===== config.mk =====
export PLATFORM = sky130hd
export DESIGN_NAME = dcr_top
export DESIGN_NICKNAME = d
export VERILOG_FILES = /design/src/dcr_top.v /design/src/dcr_sync.v /design/src/dcr_chan.v
export VERILOG_INCLUDE_DIRS = /design/src
export SDC_FILE = /design/constraint.sdc
export NUM_CORES = 1
export LEC_CHECK = 0
export BUFFER_PORTS_ARGS = -buffer_cell sky130_fd_sc_hd__buf_4
export CAP_MARGIN = 20
export CORE_MARGIN = 3
export CORE_UTILIZATION = 40
export DETAILED_ROUTE_END_ITERATION = 6
export PLACE_DENSITY_LB_ADDON = 0.25
export SETUP_SLACK_MARGIN = 0.15
export SLEW_MARGIN = 20
export SYNTH_ARGS = -nofsm -noshare
export SYNTH_HDL_FRONTEND = slang
export SYNTH_SLANG_ARGS = --single-unit

===== constraint.sdc =====
create_clock -name i_clk_sys -period 6.85 [get_ports i_clk_sys]
set_clock_uncertainty 0.1 [all_clocks]
set_input_delay 1.0275 -clock i_clk_sys [delete_from_list [all_inputs] [get_ports i_clk_sys]]
set_output_delay 1.0275 -clock i_clk_sys [all_outputs]
set_load 0.03 [all_outputs]

===== src/dcr_map.vh =====
/*
 * dcr_map.vh: word layout, sub-addresses, field positions, reset values
 * and timing counts for the control register decode block.
 * Assumes a 100 MHz system clock; included by bare name.
 */
`ifndef DCR_MAP_VH
`define DCR_MAP_VH

// ****************************************
// serial word layout
// ****************************************
`define DCR_WORD_W        24
`define DCR_SEL_HI        20
`define DCR_SEL_LO        18
`define DCR_SEL_CTRL      3'h7
`define DCR_CH_HI         17
`define DCR_CH_LO         16
`define DCR_SUB_HI        15
`define DCR_SUB_LO        13

// ****************************************
// control sub-addresses
// ****************************************
`define DCR_SUB_SLEW      3'h0
`define DCR_SUB_MAIN      3'h1
`define DCR_SUB_CHAN      3'h2
`define DCR_SUB_REG       3'h3
`define DCR_SUB_SOFT      3'h4

// ****************************************
// main control fields
// ****************************************
`define DCR_M_POL         12
`define DCR_M_STAT        11
`define DCR_M_WDEN        10
`define DCR_M_WD_HI       9
`define DCR_M_WD_LO       8
`define DCR_M_SHORT       6
`define DCR_M_OEALL       5
`define DCR_M_REGALL      4
`define DCR_MAIN_RST      16'h0000

// ****************************************
// channel control fields
// ****************************************
`define DCR_C_PWR         8
`define DCR_C_CLR         7
`define DCR_C_OE          6
`define DCR_C_RSNS        5
`define DCR_C_REG         4
`define DCR_C_OVR         3
`define DCR_C_RNG_HI      2
`define DCR_C_RNG_LO      0
`define DCR_CHAN_RST      9'h000
`define DCR_CHAN_W        9

// ****************************************
// watchdog timeouts (ms) and clock rate
// ****************************************
`define DCR_CLK_HZ        100000000
`define DCR_WD_MS0        5
`define DCR_WD_MS1        10
`define DCR_WD_MS2        100
`define DCR_WD_MS3        200
`define DCR_WD_KICK       12'h195

`endif


===== src/dcr_top.v =====
/*
 * dcr_top.v: decode of 24-bit serial words into the control register
 * group, storage of main and per-channel control fields, watchdog timer.
 * Assumes a framed word arrives with a one-cycle strobe on i_clk_sys
 * from the serial front end; the polarity pin is asynchronous.
 */
`default_nettype none

`include "dcr_map.vh"

module dcr_top
#(
    parameter [31:0] WD_CYC0 = `DCR_CLK_HZ / 1000 * `DCR_WD_MS0,
    parameter [31:0] WD_CYC1 = `DCR_CLK_HZ / 1000 * `DCR_WD_MS1,
    parameter [31:0] WD_CYC2 = `DCR_CLK_HZ / 1000 * `DCR_WD_MS2,
    parameter [31:0] WD_CYC3 = `DCR_CLK_HZ / 1000 * `DCR_WD_MS3
)
(
    // clock and reset
    input  wire                   i_clk_sys,
    input  wire                   i_rst_n,
    // serial word in
    input  wire                   i_word_vld,
    input  wire [`DCR_WORD_W-1:0] i_word,
    // polarity pin
    input  wire                   i_polarity_pin,
    // main control fields
    output reg                    o_status_readback_enable,
    output reg                    o_watchdog_enable,
    output reg  [1:0]             o_watchdog_timeout_select,
    output reg                    o_short_limit_select,
    output reg                    o_global_output_enable,
    output reg                    o_global_regulator_power,
    output reg                    o_watchdog_fault,
    // per-channel fields
    output reg  [3:0]             o_channel_power_up,
    output reg  [3:0]             o_channel_zeroing_select,
    output reg  [3:0]             o_channel_output_enable,
    output reg  [3:0]             o_sense_resistor_select,
    output reg  [3:0]             o_channel_regulator_power,
    output reg  [3:0]             o_voltage_overrange_enable,
    output reg  [11:0]            o_output_range_select,
    output reg  [3:0]             o_voltage_pin_level,
    // strobes for registers held elsewhere
    output reg                    o_slew_wr,
    output reg                    o_regulator_ctrl_wr,
    output reg                    o_software_wr,
    output reg  [15:0]            o_ctrl_data
);

    // ****************************************
    // decode
    // ****************************************
    wire       ctrl_hit;
    wire [2:0] sub_addr;
    wire [1:0] ch_addr;
    wire       wr_main;
    wire       wr_chan;
    wire       pol_pin_s;

    assign ctrl_hit = i_word_vld &
                      (i_word[`DCR_SEL_HI:`DCR_SEL_LO] == `DCR_SEL_CTRL);
    assign sub_addr = i_word[`DCR_SUB_HI:`DCR_SUB_LO];
    assign ch_addr  = i_word[`DCR_CH_HI:`DCR_CH_LO];
    assign wr_main  = ctrl_hit & (sub_addr == `DCR_SUB_MAIN);
    assign wr_chan  = ctrl_hit & (sub_addr == `DCR_SUB_CHAN);

    dcr_sync u_pol_sync
    (
        .i_clk_sys (i_clk_sys),
        .i_rst_n   (i_rst_n),
        .i_async   (i_polarity_pin),
        .o_sync    (pol_pin_s)
    );

    // ****************************************
    // main control register
    // ****************************************
    reg [15:0] main_control_q;

    always @(posedge i_clk_sys or negedge i_rst_n)
    begin
        if (!i_rst_n)
        begin
            main_control_q <= `DCR_MAIN_RST;
        end
        else if (wr_main)
        begin
            main_control_q <= i_word[15:0];
        end
    end

    always @(posedge i_clk_sys or negedge i_rst_n)
    begin
        if (!i_rst_n)
        begin
            o_status_readback_enable  <= 1'b0;
            o_watchdog_enable         <= 1'b0;
            o_watchdog_timeout_select <= 2'h0;
            o_short_limit_select      <= 1'b0;
            o_global_output_enable    <= 1'b0;
            o_global_regulator_power  <= 1'b0;
        end
        else
        begin
            o_status_readback_enable  <= main_control_q[`DCR_M_STAT];
            o_watchdog_enable         <= main_control_q[`DCR_M_WDEN];
            o_watchdog_timeout_select <= main_control_q[`DCR_M_WD_HI:`DCR_M_WD_LO];
            o_short_limit_select      <= main_control_q[`DCR_M_SHORT];
            o_global_output_enable    <= main_control_q[`DCR_M_OEALL];
            o_global_regulator_power  <= main_control_q[`DCR_M_REGALL];
        end
    end

    // ****************************************
    // strobes to other control registers
    // ****************************************
    always @(posedge i_clk_sys or negedge i_rst_n)
    begin
        if (!i_rst_n)
        begin
            o_slew_wr           <= 1'b0;
            o_regulator_ctrl_wr <= 1'b0;
            o_software_wr       <= 1'b0;
            o_ctrl_data         <= 16'h0000;
        end
        else
        begin
            o_slew_wr           <= ctrl_hit & (sub_addr == `DCR_SUB_SLEW);
            o_regulator_ctrl_wr <= ctrl_hit & (sub_addr == `DCR_SUB_REG);
            o_software_wr       <= ctrl_hit & (sub_addr == `DCR_SUB_SOFT);
            if (ctrl_hit)
            begin
                o_ctrl_data <= i_word[15:0];
            end
        end
    end

    // ****************************************
    // watchdog
    // ****************************************
    reg  [31:0] wd_cnt_q;
    reg  [31:0] wd_limit;
    wire        wd_kick;

    assign wd_kick = ctrl_hit & (sub_addr == `DCR_SUB_SOFT) &
                     (i_word[11:0] == `DCR_WD_KICK);

    always @*
    begin
        case (main_control_q[`DCR_M_WD_HI:`DCR_M_WD_LO])
            2'h0:    wd_limit = WD_CYC0;
            2'h1:    wd_limit = WD_CYC1;
            2'h2:    wd_limit = WD_CYC2;
            default: wd_limit = WD_CYC3;
        endcase
    end

    always @(posedge i_clk_sys or negedge i_rst_n)
    begin
        if (!i_rst_n)
        begin
            wd_cnt_q         <= 32'h00000000;
            o_watchdog_fault <= 1'b0;
        end
        else if (!main_control_q[`DCR_M_WDEN])
        begin
            wd_cnt_q         <= 32'h00000000;
            o_watchdog_fault <= 1'b0;
        end
        else if (wd_kick)
        begin
            // a timeout in the kick cycle still raises the fault
            wd_cnt_q         <= 32'h00000000;
            o_watchdog_fault <= ~o_watchdog_fault & (wd_cnt_q == wd_limit - 32'h00000001);
        end
        else if (wd_cnt_q >= wd_limit - 32'h00000001)
        begin
            o_watchdog_fault <= 1'b1;
        end
        else
        begin
            wd_cnt_q <= wd_cnt_q + 32'h00000001;
        end
    end

    // ****************************************
    // per-channel converter control
    // ****************************************
    wire [`DCR_CHAN_W-1:0] ch_ctrl [0:3];
    wire [3:0]             ch_oe;
    wire [3:0]             ch_reg;

    genvar g;
    generate
        for (g = 0; g < 4; g = g + 1)
        begin : g_chan
            dcr_chan u_chan
            (
                .i_clk_sys (i_clk_sys),
                .i_rst_n   (i_rst_n),
                .i_wr      (wr_chan & ({30'h0, ch_addr} == g)),
                .i_data    (i_word[`DCR_CHAN_W-1:0]),
                .i_oe_all  (main_control_q[`DCR_M_OEALL]),
                .i_reg_all (main_control_q[`DCR_M_REGALL]),
                .o_ctrl    (ch_ctrl[g]),
                .o_out_en  (ch_oe[g]),
                .o_reg_on  (ch_reg[g])
            );

            always @(posedge i_clk_sys or negedge i_rst_n)
            begin
                if (!i_rst_n)
                begin
                    o_channel_power_up[g]         <= 1'b0;
                    o_channel_zeroing_select[g]   <= 1'b0;
                    o_channel_output_enable[g]    <= 1'b0;
                    o_sense_resistor_select[g]    <= 1'b0;
                    o_channel_regulator_power[g]  <= 1'b0;
                    o_voltage_overrange_enable[g] <= 1'b0;
                    o_output_range_select[3*g+2:3*g] <= 3'h0;
                    o_voltage_pin_level[g]        <= 1'b0;
                end
                else
                begin
                    o_channel_power_up[g]         <= ch_ctrl[g][`DCR_C_PWR];
                    o_channel_zeroing_select[g]   <= ch_ctrl[g][`DCR_C_CLR];
                    o_channel_output_enable[g]    <= ch_oe[g];
                    o_sense_resistor_select[g]    <= ch_ctrl[g][`DCR_C_RSNS];
                    o_channel_regulator_power[g]  <= ch_reg[g];
                    o_voltage_overrange_enable[g] <= ch_ctrl[g][`DCR_C_OVR];
                    o_output_range_select[3*g+2:3*g] <=
                        ch_ctrl[g][`DCR_C_RNG_HI:`DCR_C_RNG_LO];
                    o_voltage_pin_level[g] <=
                        pol_pin_s ^ main_control_q[`DCR_M_POL];
                end
            end
        end
    endgenerate

endmodule // dcr_top

`default_nettype wire


===== src/dcr_sync.v =====
/*
 * dcr_sync.v: two flip-flop synchroniser for one level.
 * Assumes the input is asynchronous to i_clk_sys.
 */
`default_nettype none

module dcr_sync
(
    // clock and reset
    input  wire i_clk_sys,
    input  wire i_rst_n,
    // level
    input  wire i_async,
    output wire o_sync
);

    reg meta_q;
    reg sync_q;

    always @(posedge i_clk_sys or negedge i_rst_n)
    begin
        if (!i_rst_n)
        begin
            meta_q <= 1'b0;
            sync_q <= 1'b0;
        end
        else
        begin
            meta_q <= i_async;
            sync_q <= meta_q;
        end
    end

    assign o_sync = sync_q;

endmodule // dcr_sync

`default_nettype wire


===== src/dcr_chan.v =====
/*
 * dcr_chan.v: one channel's converter control copy and its output drive.
 * Assumes the write strobe is already decoded for this channel.
 */
`default_nettype none

`include "dcr_map.vh"

module dcr_chan
(
    // clock and reset
    input  wire                      i_clk_sys,
    input  wire                      i_rst_n,
    // write
    input  wire                      i_wr,
    input  wire [`DCR_CHAN_W-1:0]    i_data,
    // globals
    input  wire                      i_oe_all,
    input  wire                      i_reg_all,
    // fields
    output wire [`DCR_CHAN_W-1:0]    o_ctrl,
    output reg                       o_out_en,
    output reg                       o_reg_on
);

    reg [`DCR_CHAN_W-1:0] ctrl_q;

    always @(posedge i_clk_sys or negedge i_rst_n)
    begin
        if (!i_rst_n)
        begin
            ctrl_q   <= `DCR_CHAN_RST;
            o_out_en <= 1'b0;
            o_reg_on <= 1'b0;
        end
        else
        begin
            if (i_wr)
            begin
                ctrl_q <= i_data;
            end
            o_out_en <= ctrl_q[`DCR_C_OE] | i_oe_all;
            o_reg_on <= ctrl_q[`DCR_C_REG] | i_reg_all;
        end
    end

    assign o_ctrl = ctrl_q;

endmodule // dcr_chan

`default_nettype wire


==> results.md, run 1 <==
- Outcome: complete, no violations
- Cell Rows: 45
- Total standard cell area after synthesis: 6250 µm²
- Worst VDD drop: 0.178 mV
- Via count of the first global-routing pass: 4,463
- P per Cell Area: 293 nW/µm²
- Pleak: 3.89 nW
- Layout cell share with drive strength beyond 1: 30.5%
- M2 GR Usage: 27.0%
- Sequential-to-total area share from yosys stat: 60.1%
- Clock net sink count: 150
- Top cell type's share of synthesized area: 60.1%
- Placeable core area: 15,300 µm²
- Minimum clock period after layout: 4.08 ns
- Vias: 4,441
- Start point of the critical path: main_control_q[9]
- First-pass iteration count of the detailed router: 4
- Number of instances in the synthesized netlist: 510
- Ys flop type: dfrtp_1
- Most instantiated cells after synthesis: dfrtp_1 (150), nand2_1 (72), mux2_2 (42), ha_1 (29), a21oi_1 (25)
- Peak fanout along the critical path: 27
- Half-perimeter wire length after placement: 9780 µm
- Maximum number of pins on one net before global-route repair: 81
- Wire length of the first global-routing pass: 23,100 µm
- CTS tree: yes
- Synthesis Warnings: 0
- Worst Tran Pin Value: 0.949 ns
- Detailed-route wire length: 14,400 µm
- Max_cap viols: 0
- Mean cell area of the mapped netlist: 12.3 µm²
- Die outline area: 17,200 µm²
- Clk Latency, worst-skew pair: 0.42 ns
- Share of async-settable or async-resettable flops after synthesis: 100%
- Global-route met3 utilization: 7.15%
- Floorplan die width: 131 µm
- Worst Setup Path Type: flop to flop
- Layer with the highest usage after global routing: met2
- Leading post-synthesis cells by cell area: dfrtp_1 (60%), mux2_2 (7.6%), ha_1 (5.8%)
- Post-synth cell types: 48
- Longest Clk Path Bufs: 2
- Worst Min Path Start: g_chan[0].u_chan.o_reg_on
- Initial Utilization: 41.0%
- Clock-pin slew of the registers on the worst-case setup and hold paths: 0.07 ns
- Total number of H-tree levels: 4
- Area growth, synth to finish: 24.2%
- Die span in y: 131 µm
- Final Max Slew Viols: 0
- Number of hold violations in the final report: 0
- Met1 Usage GRT: 22.6%
- Routed Antenna Nets: 0
- Iter 0 DRT Violations: 276
- Critical path capture point type: flop
- Ratio of routed vias to standard cells: 5.34
- Number of buffers inserted by post-CTS setup repair: 0
- Critical Path Start Type: flop
- Number of failing setup endpoints in the final timing report: 0
- Post-synthesis cell type with the largest combined area: dfrtp_1
- Aggregate negative setup slack: 0 ns
- Total gr overflow: 0
- Data required time of the critical path: 7.08 ns
- Number of cells upsized or downsized after cts: 0
- Global router's overall resource usage: 17.5%
- Worst hold-check path type: flop to flop
- Fill cell total of the finished layout: 1,332
- Antenna violations before repair: 0
- Maximum frequency from static timing analysis: 0.245 GHz
- Post-layout net count: 665
- Hold buffer count at CTS: 0
- Wire length per cell: 17.3 µm
- Number of port buffers: 91
- Number of buffers created by CTS: 17
- Last weighted congestion value of the routability-driven placer: 0.892
- Setup repair after global routing missed its margin: false
- Tightest hold margin: 0.242 ns
- EDFF count, synth: 0
- I/O pin total: 95
- Worst Path Arrival: 4.31 ns
- Relative max-transition margin: 36.7%
- Remaining DRCs: 0
- Share of the cycle needed by the critical path after routing: 59.5%
- Root Buffer Master: clkbuf_16
- Seq cells post-synth: 150
- Worst r2r src: main_control_q[9]
- Count of antenna diodes in the layout: 0
- Dominant cell by count in the synthesized netlist: dfrtp_1
[area by class of cell]
type	count	area [µm²]	area share (%)
Clock inverter	13	163	2.10
Inverter	9	33.8	0.435
Timing Repair Buffer	98	739	9.53
Tap cell	211	264	3.40
Sequential cell	150	3750	48.4
Clock buffer	18	439	5.66
Multi-Input combinational cell	332	2370	30.5
[worst max-delay path: stages, from the launching register on]
cell and delay (ns):
dfrtp_1 0.45, inv_1 0.18, ha_1 0.21, inv_1 0.08, o311ai_0 0.35, o311ai_0 0.22
ha_1 0.33, nand4_1 0.11, nor4_1 0.53, o31a_1 0.70, buf_4 0.39, o31ai_1 0.11
a21oi_1 0.19
[state kept, by name, indices dropped and copies added (netlist names), 2 cells and up]
| name | count |
|---|---|
| g_chan.u_chan.o_ctrl | 36 |
| g_chan.u_chan.o_out_en | 4 |
| g_chan.u_chan.o_reg_on | 4 |
| main_control_q | 8 |
| o_channel_output_enable | 4 |
| o_channel_power_up | 4 |
| o_channel_regulator_power | 4 |
| o_channel_zeroing_select | 4 |
| o_ctrl_data | 16 |
| o_output_range_select | 12 |
| o_sense_resistor_select | 4 |
| o_voltage_overrange_enable | 4 |
| o_watchdog_timeout_select | 2 |
| wd_cnt_q | 32 |
[metal layers]
layer,wire (µm),up-vias
met5,0,-
met3,1010,19
li1,-,2041
met1,6260,2286
met4,198,0
met2,6920,95
[worst paths after layout]
check                                          endpoint  slack (ns)  depth (start not counted)
max reg2reg                                 wd_cnt_q[9]        2.77                         12
min reg2reg                o_channel_regulator_power[0]        0.24                          0
max in group asynchronous     g_chan[0].u_chan.o_reg_on        4.73                          2
min in group asynchronous                     o_slew_wr        0.50                          1
min                        o_channel_regulator_power[0]        0.24                          0
max                                         wd_cnt_q[9]        2.77                         12
[cell usage in the layout (no fill, tap or decap), types with 5 or more instances in the layout]
cell type	Yosys	layout
buf_4	3	97
or2_2	9	9
nor3_1	5	5
clkbuf_16	0	17
and4_1	5	5
ha_1	29	29
nand2_1	72	72
inv_1	9	9
or4_1	17	17
mux2i_1	5	5
nand4_1	13	13
nor4_1	6	6
nor2_1	7	7
nand3_1	17	17
mux2_2	42	42
a21oi_1	25	25
o31ai_1	19	18
dfrtp_1	150	150
o21ai_0	8	8
and3_1	11	11
nand2b_1	6	6
[power breakdown]
| part | switching (mW) | internal (mW) | total [mW] | leakage, nW |
|---|---|---|---|---|
| clock | 0.389 | 0.558 | 0.946 | 0.294 |
| combinational | 0.215 | 0.123 | 0.338 | 1.58 |
| sequential | 0.0373 | 0.953 | 0.991 | 2.02 |
[kinds of logic (layout without fill, tap and decap cells)]
group                    count (synthesis)  count (layout)  share of synthesized area (%)
AO/OA/AOI/OAI                           69              69                           7.19
XOR/XNOR                                 2               2                          0.280
other                                    1               2                         0.0600
AND/OR/NAND/NOR                        183             183                           16.0
multiplexers                            47              47                           8.37
flip-flops                             150             150                           60.1
buffers and inverters                   29             138                           2.20
adder cells (fa/ha/maj)                 29              29                           5.81
[metrics by stage]
| step | worst slack, ns | cell area, µm² | utilization, % | instances | total power [mW] |
|---|---|---|---|---|---|
| 6_report | 2.77 | 7760 | 50.9 | 831 | 2.27 |
| 3_5_place_dp | 2.84 | 7160 | 46.9 | 800 | 1.35 |
| 4_1_cts | 2.80 | 7760 | 50.9 | 831 | 2.30 |
| 5_1_grt | 2.45 | 7760 | 50.9 | 831 | 2.38 |
| 3_3_place_gp | 2.96 | 7160 | 46.9 | 800 | 1.33 |
| 2_1_floorplan | 3.54 | 6250 | - | 511 | 1.20 |
Power figures use the tool's default switching activity.
==> inputs of run 2 (changes only) <==
Clock period 6.85 ns to 3.8 ns, I/O delays scaled along.
==> run 2 against run 1 <==
Net effect:
- non-clock buffer count is 6 higher
- die area stayed put
- first-iteration DRC count is 27% higher
==> results.md, run 2 (synthesis results as in run 1) <==
- Outcome: complete, no violations
- Pleak: 3.90 nW
- M2 GR Usage: 26.0%
- Share of the cycle needed by the critical path after routing: 89.6%
- Area growth, synth to finish: 25.3%
- P per Cell Area: 521 nW/µm²
- Clock-pin slew of the registers on the worst-case setup and hold paths: 0.06 ns
- Detailed-route wire length: 14,200 µm
- Critical path capture point type: flop
- Die outline area: 17,200 µm²
- Ratio of routed vias to standard cells: 5.26
- Number of hold violations in the final report: 0
- Clock net sink count: 150
- Setup repair after global routing missed its margin: false
- Worst hold-check path type: input pin to asynchronous set/reset pin
- Longest Clk Path Bufs: 2
- Total number of H-tree levels: 4
- Last weighted congestion value of the routability-driven placer: 0.860
- Leading cell type in the layout, fill and taps excluded: dfrtp_1
- Via count of the first global-routing pass: 4,395
- Hold buffer count at CTS: 0
- Layout cell share with drive strength beyond 1: 32.4%
- Maximum number of pins on one net before global-route repair: 87
- Placeable core area: 15,300 µm²
- Count of antenna diodes in the layout: 0
- Vias: 4,410
- Minimum setup slack after placement: 0.185 ns
- Setup slack, reg-to-reg: 0.40 ns
- Routed Antenna Nets: 0
- Die span in y: 131 µm
- Met1 Usage GRT: 23.2%
- Final setup margin: 0.396 ns
- Critical Path Start Type: flop
- Sequential cell area: 3750 µm²
- Data required time of the critical path: 4.05 ns
- Wire length per cell: 17.0 µm
- Number of port buffers: 91
- Maximum frequency from static timing analysis: 0.294 GHz
- Clk Latency, worst-skew pair: 0.43 ns
- Worst Setup Path Type: flop to flop
- Remaining DRCs: 0
- Global-route met3 utilization: 5.93%
- Layer with the highest usage after global routing: met2
- CTS tree: yes
- Floorplan die width: 131 µm
- Most frequent cells in the layout: dfrtp_1 (149), buf_4 (101), nand2_1 (72)
- Post-layout net count: 671
- First-pass iteration count of the detailed router: 5
- Final Max Slew Viols: 0
- Peak fanout along the critical path: 18
- I/O pin total: 95
- Total gr overflow: 0
- Worst Path Arrival: 3.65 ns
- Global router's overall resource usage: 17.4%
- Multi-input gate area: 2370 µm²
- Half-perimeter wire length after placement: 9790 µm
- Root Buffer Master: clkbuf_16
- Relative max-transition margin: 40.8%
- Fill cell total of the finished layout: 1,325
- Worst VDD drop: 0.475 mV
- Cell Rows: 45
- Iter 0 DRT Violations: 351
- Max_cap viols: 0
- Number of buffers created by CTS: 17
- Antenna violations before repair: 0
- Power after layout: 4.08 mW
- Worst Tran Pin Value: 0.883 ns
- Number of failing setup endpoints in the final timing report: 0
- Aggregate negative setup slack: 0 ns
- Initial Utilization: 41.0%
- Minimum clock period after layout: 3.40 ns
- Max reg flops: 36
- Wire length of the first global-routing pass: 22,600 µm
-- run 2: worst max-delay path: stages (launching register included) --
cell and delay, ns:
dfrtp_2 0.43, buf_4 0.16, ha_1 0.23, o311ai_1 0.29, o311ai_1 0.15, ha_1 0.33, a211oi_1 0.21, o21bai_1 0.14
a221o_1 0.41, buf_4 0.21, or4_1 0.51, a21oi_1 0.16
-- run 2: worst paths after layout --
check,to,from,cells after the start
hold reg to reg,o_channel_output_enable[2],g_chan[2].u_chan.o_out_en,0
min in group i_clk_sys,u_pol_sync.meta_q,i_polarity_pin,1
setup / recovery,wd_cnt_q[21],main_control_q[8],11
max in group asynchronous,g_chan[3].u_chan.o_ctrl[3],i_rst_n,2
setup reg to reg,wd_cnt_q[21],main_control_q[8],11
hold / removal,o_ctrl_data[15],i_rst_n,1
-- run 2: cell type report --
cell class / instances / area share (%)
clock buffers: 17 / 5.43
repair buffers: 104 / 10.3
well taps: 211 / 3.37
clock inverters: 15 / 2.16
multi-input cells: 332 / 30.3
flip-flops and latches: 150 / 48.0
inverters: 9 / 0.432
-- run 2: report_power, final --
part | total (mW) | switching (mW) | leakage [nW] | internal (mW)
Combinational | 0.618 | 0.390 | 1.61 | 0.227
Sequential | 1.78 | 0.0650 | 2.02 | 1.72
Clock | 1.68 | 0.698 | 0.276 | 0.980
-- run 2: metal layers --
metal	wire length (µm)	part of all wire [%]
met1	6410	45
met5	0	0
met2	6630	47
met4	241	1.7
met3	921	6.5
-- run 2: repair_timing --
item | in CTS | in global routing
endpoints found under the setup margin | 0 | 24
setup buffers | 0 | 1
resized for setup | 0 | 9
-- run 2: stage by stage --
step / std cells / area, µm² / hold slack (ns) / utilization (%)
after floorplan: 511 / 6250 / 0.174 / -
after global placement: 805 / 7220 / 0.233 / 47.3
after detailed placement: 805 / 7220 / 0.236 / 47.3
after CTS: 837 / 7820 / 0.125 / 51.2
after global routing: 838 / 7830 / 0.138 / 51.3
final: 838 / 7830 / 0.0937 / 51.3
==> inputs of run 3 (changes only) <==
Settings changed: PLACE_DENSITY_LB_ADDON 0.25 to 0.12.
==> run 3 against run 2 <==
Net effect:
- highest routed layer unchanged
- first-iteration DRC count is 20% lower
- wire length is 0.77% higher
- die area stayed put
- flip-flop and latch count stayed put
- count of clock-buffer cells in the layout stayed put
- worst setup slack worse by 0.0066 ns
- global-route usage is 0.35 points higher
- combinational power is 2% higher
- clock power is 4% higher
- design area is 0.24% higher
==> results.md, run 3 (synthesis results as in run 1) <==
- Outcome: complete, no violations
- Leading cell type in the layout, fill and taps excluded: dfrtp_1
- Pleak: 3.93 nW
- Layout cell share with drive strength beyond 1: 31.9%
- Die span in y: 131 µm
- First-pass iteration count of the detailed router: 4
- Number of buffers created by CTS: 17
- Clock-pin slew of the registers on the worst-case setup and hold paths: 0.06 ns
- Maximum number of pins on one net before global-route repair: 88
- Area growth, synth to finish: 25.6%
- Data required time of the critical path: 4.04 ns
- CTS tree: yes
- Root Buffer Master: clkbuf_16
- Ratio of routed vias to standard cells: 5.39
- Worst Path Arrival: 3.65 ns
- Half-perimeter wire length after placement: 10,100 µm
- Post-layout net count: 672
- Wire length of the first global-routing pass: 23,300 µm
- Clk Latency, worst-skew pair: 0.41 ns
- Setup repair after global routing missed its margin: false
- Number of placed instances with taps included: 807
- Start point of the critical path: main_control_q[9]
- Share of the cycle needed by the critical path after routing: 89.8%
- Worst r2r src: main_control_q[9]
- Crit path buffers/inverters: 3
- Number of cells on the critical path: 12
- Number of port buffers: 91
- Capture instance of the worst register-to-register path: wd_cnt_q[17]
- Critical Path Slowest Stage Cell: or4_1
- Max_cap viols: 0
- Placeable core area: 15,300 µm²
- Via count of the first global-routing pass: 4,460
- Initial Utilization: 41.0%
- Cells on worst reg2reg path: 12
- Number of hold violations in the final report: 0
- Worst stage delay on the critical path: 0.51 ns
- Worst hold-check path type: input pin to asynchronous set/reset pin
- Timing endpoint of the critical path: wd_cnt_q[17]
- Minimum clock period after layout: 3.41 ns
- Last weighted congestion value of the routability-driven placer: 0.814
- P per Cell Area: 530 nW/µm²
- Clock net sink count: 150
- CP Cell Sequence: inv_2, ha_1, inv_1, o311ai_2, o311ai_2, ha_1, a211oi_1, o21bai_1, a221o_1, buf_4, or4_1, a21oi_1
- Most frequent cells in the layout: dfrtp_1 (150), buf_4 (103), nand2_1 (72)
- Final Max Slew Viols: 0
- Final instance count without filler cells: 838
- Total gr overflow: 0
- Number of failing setup endpoints in the final timing report: 0
- Relative max-transition margin: 45.2%
- Count of antenna diodes in the layout: 0
- Remaining DRCs: 0
- Max reg flops: 36
- Maximum frequency from static timing analysis: 0.293 GHz
- Vias: 4,519
- Worst VDD drop: 0.309 mV
- Critical path capture point type: flop
- Total number of H-tree levels: 4
- Longest Clk Path Bufs: 2
- Cell Rows: 45
- Worst Setup Path Type: flop to flop
- Detailed-route wire length: 14,300 µm
- Die outline area: 17,200 µm²
- Peak fanout along the critical path: 18
- Iter 0 DRT Violations: 281
- Floorplan die width: 131 µm
- Aggregate negative setup slack: 0 ns
- CP delay by family, top: compound AO/OA/AOI/OAI gates
- Routed Antenna Nets: 0
- Critical Path Start Type: flop
- Wire length per cell: 17.1 µm
- Hold buffer count at CTS: 0
- Antenna violations before repair: 0
- Global router's overall resource usage: 17.7%
- Worst Tran Pin Value: 0.818 ns
- I/O pin total: 95
- Setup slack, reg-to-reg: 0.39 ns
==> run 3: cell types whose count changed in the layout (fill, tap and decap cells not counted), sizes merged <==
cell,previous run,this run
clkinvlp,5,2
buf,104,105
bufinv,2,3
inv,14,15
==> run 3: repair_timing <==
action,in CTS,in global routing
resized for setup,0,7
endpoints found under the setup margin,0,21
buffers inserted,0,0
==> run 3: where the power goes <==
part           internal (mW)  leakage (nW)  total [mW]  switching, mW
combinational          0.233          1.61       0.631          0.398
sequential              1.72          2.02        1.78         0.0621
clock                   1.05         0.297        1.75          0.699
==> run 3: layout make-up <==
type,instances,area (µm²)
timing repair buffer,105,796
inverter,9,33.8
sequential,150,3750
clock buffer,17,425
multi-input combinational,332,2380
fill,1361,7410
clock inverter,14,193
tap,211,264
==> run 3: worst min-delay path by stage <==
stage / from / slack (ns) / end / cells past startpoint
floorplan: i_rst_n / 0.17 / g_chan[0].u_chan.o_ctrl[0] / 0
global placement: g_chan[0].u_chan.o_reg_on / 0.23 / o_channel_regulator_power[0] / 0
detailed placement: g_chan[2].u_chan.o_out_en / 0.24 / o_channel_output_enable[2] / 0
CTS: i_rst_n / 0.13 / o_watchdog_enable / 1
global route: i_polarity_pin / 0.14 / u_pol_sync.meta_q / 1
finish: i_rst_n / 0.10 / wd_cnt_q[12] / 1
==> run 3: layer usage <==
metal	vias up	GRT usage (%)	part of all wire, %
met5	-	0	0
met4	0	6.78	2.0
met3	26	5.85	7.6
met2	128	26.1	47
met1	2291	24.5	44
li1	2074	-	-
==> run 3: per-stage QoR <==
stage / area [µm²] / power, mW / setup WS [ns] / hold WS, ns / utilization, %
final: 7850 / 4.16 / 0.389 / 0.101 / 51.4
after global routing: 7850 / 4.35 / 0.151 / 0.141 / 51.4
after CTS: 7830 / 4.20 / 0.187 / 0.128 / 51.3
after detailed placement: 7210 / 2.44 / 0.190 / 0.236 / 47.3
after global placement: 7210 / 2.41 / 0.377 / 0.234 / 47.3
after floorplan: 6250 / 2.16 / 0.489 / 0.174 / -
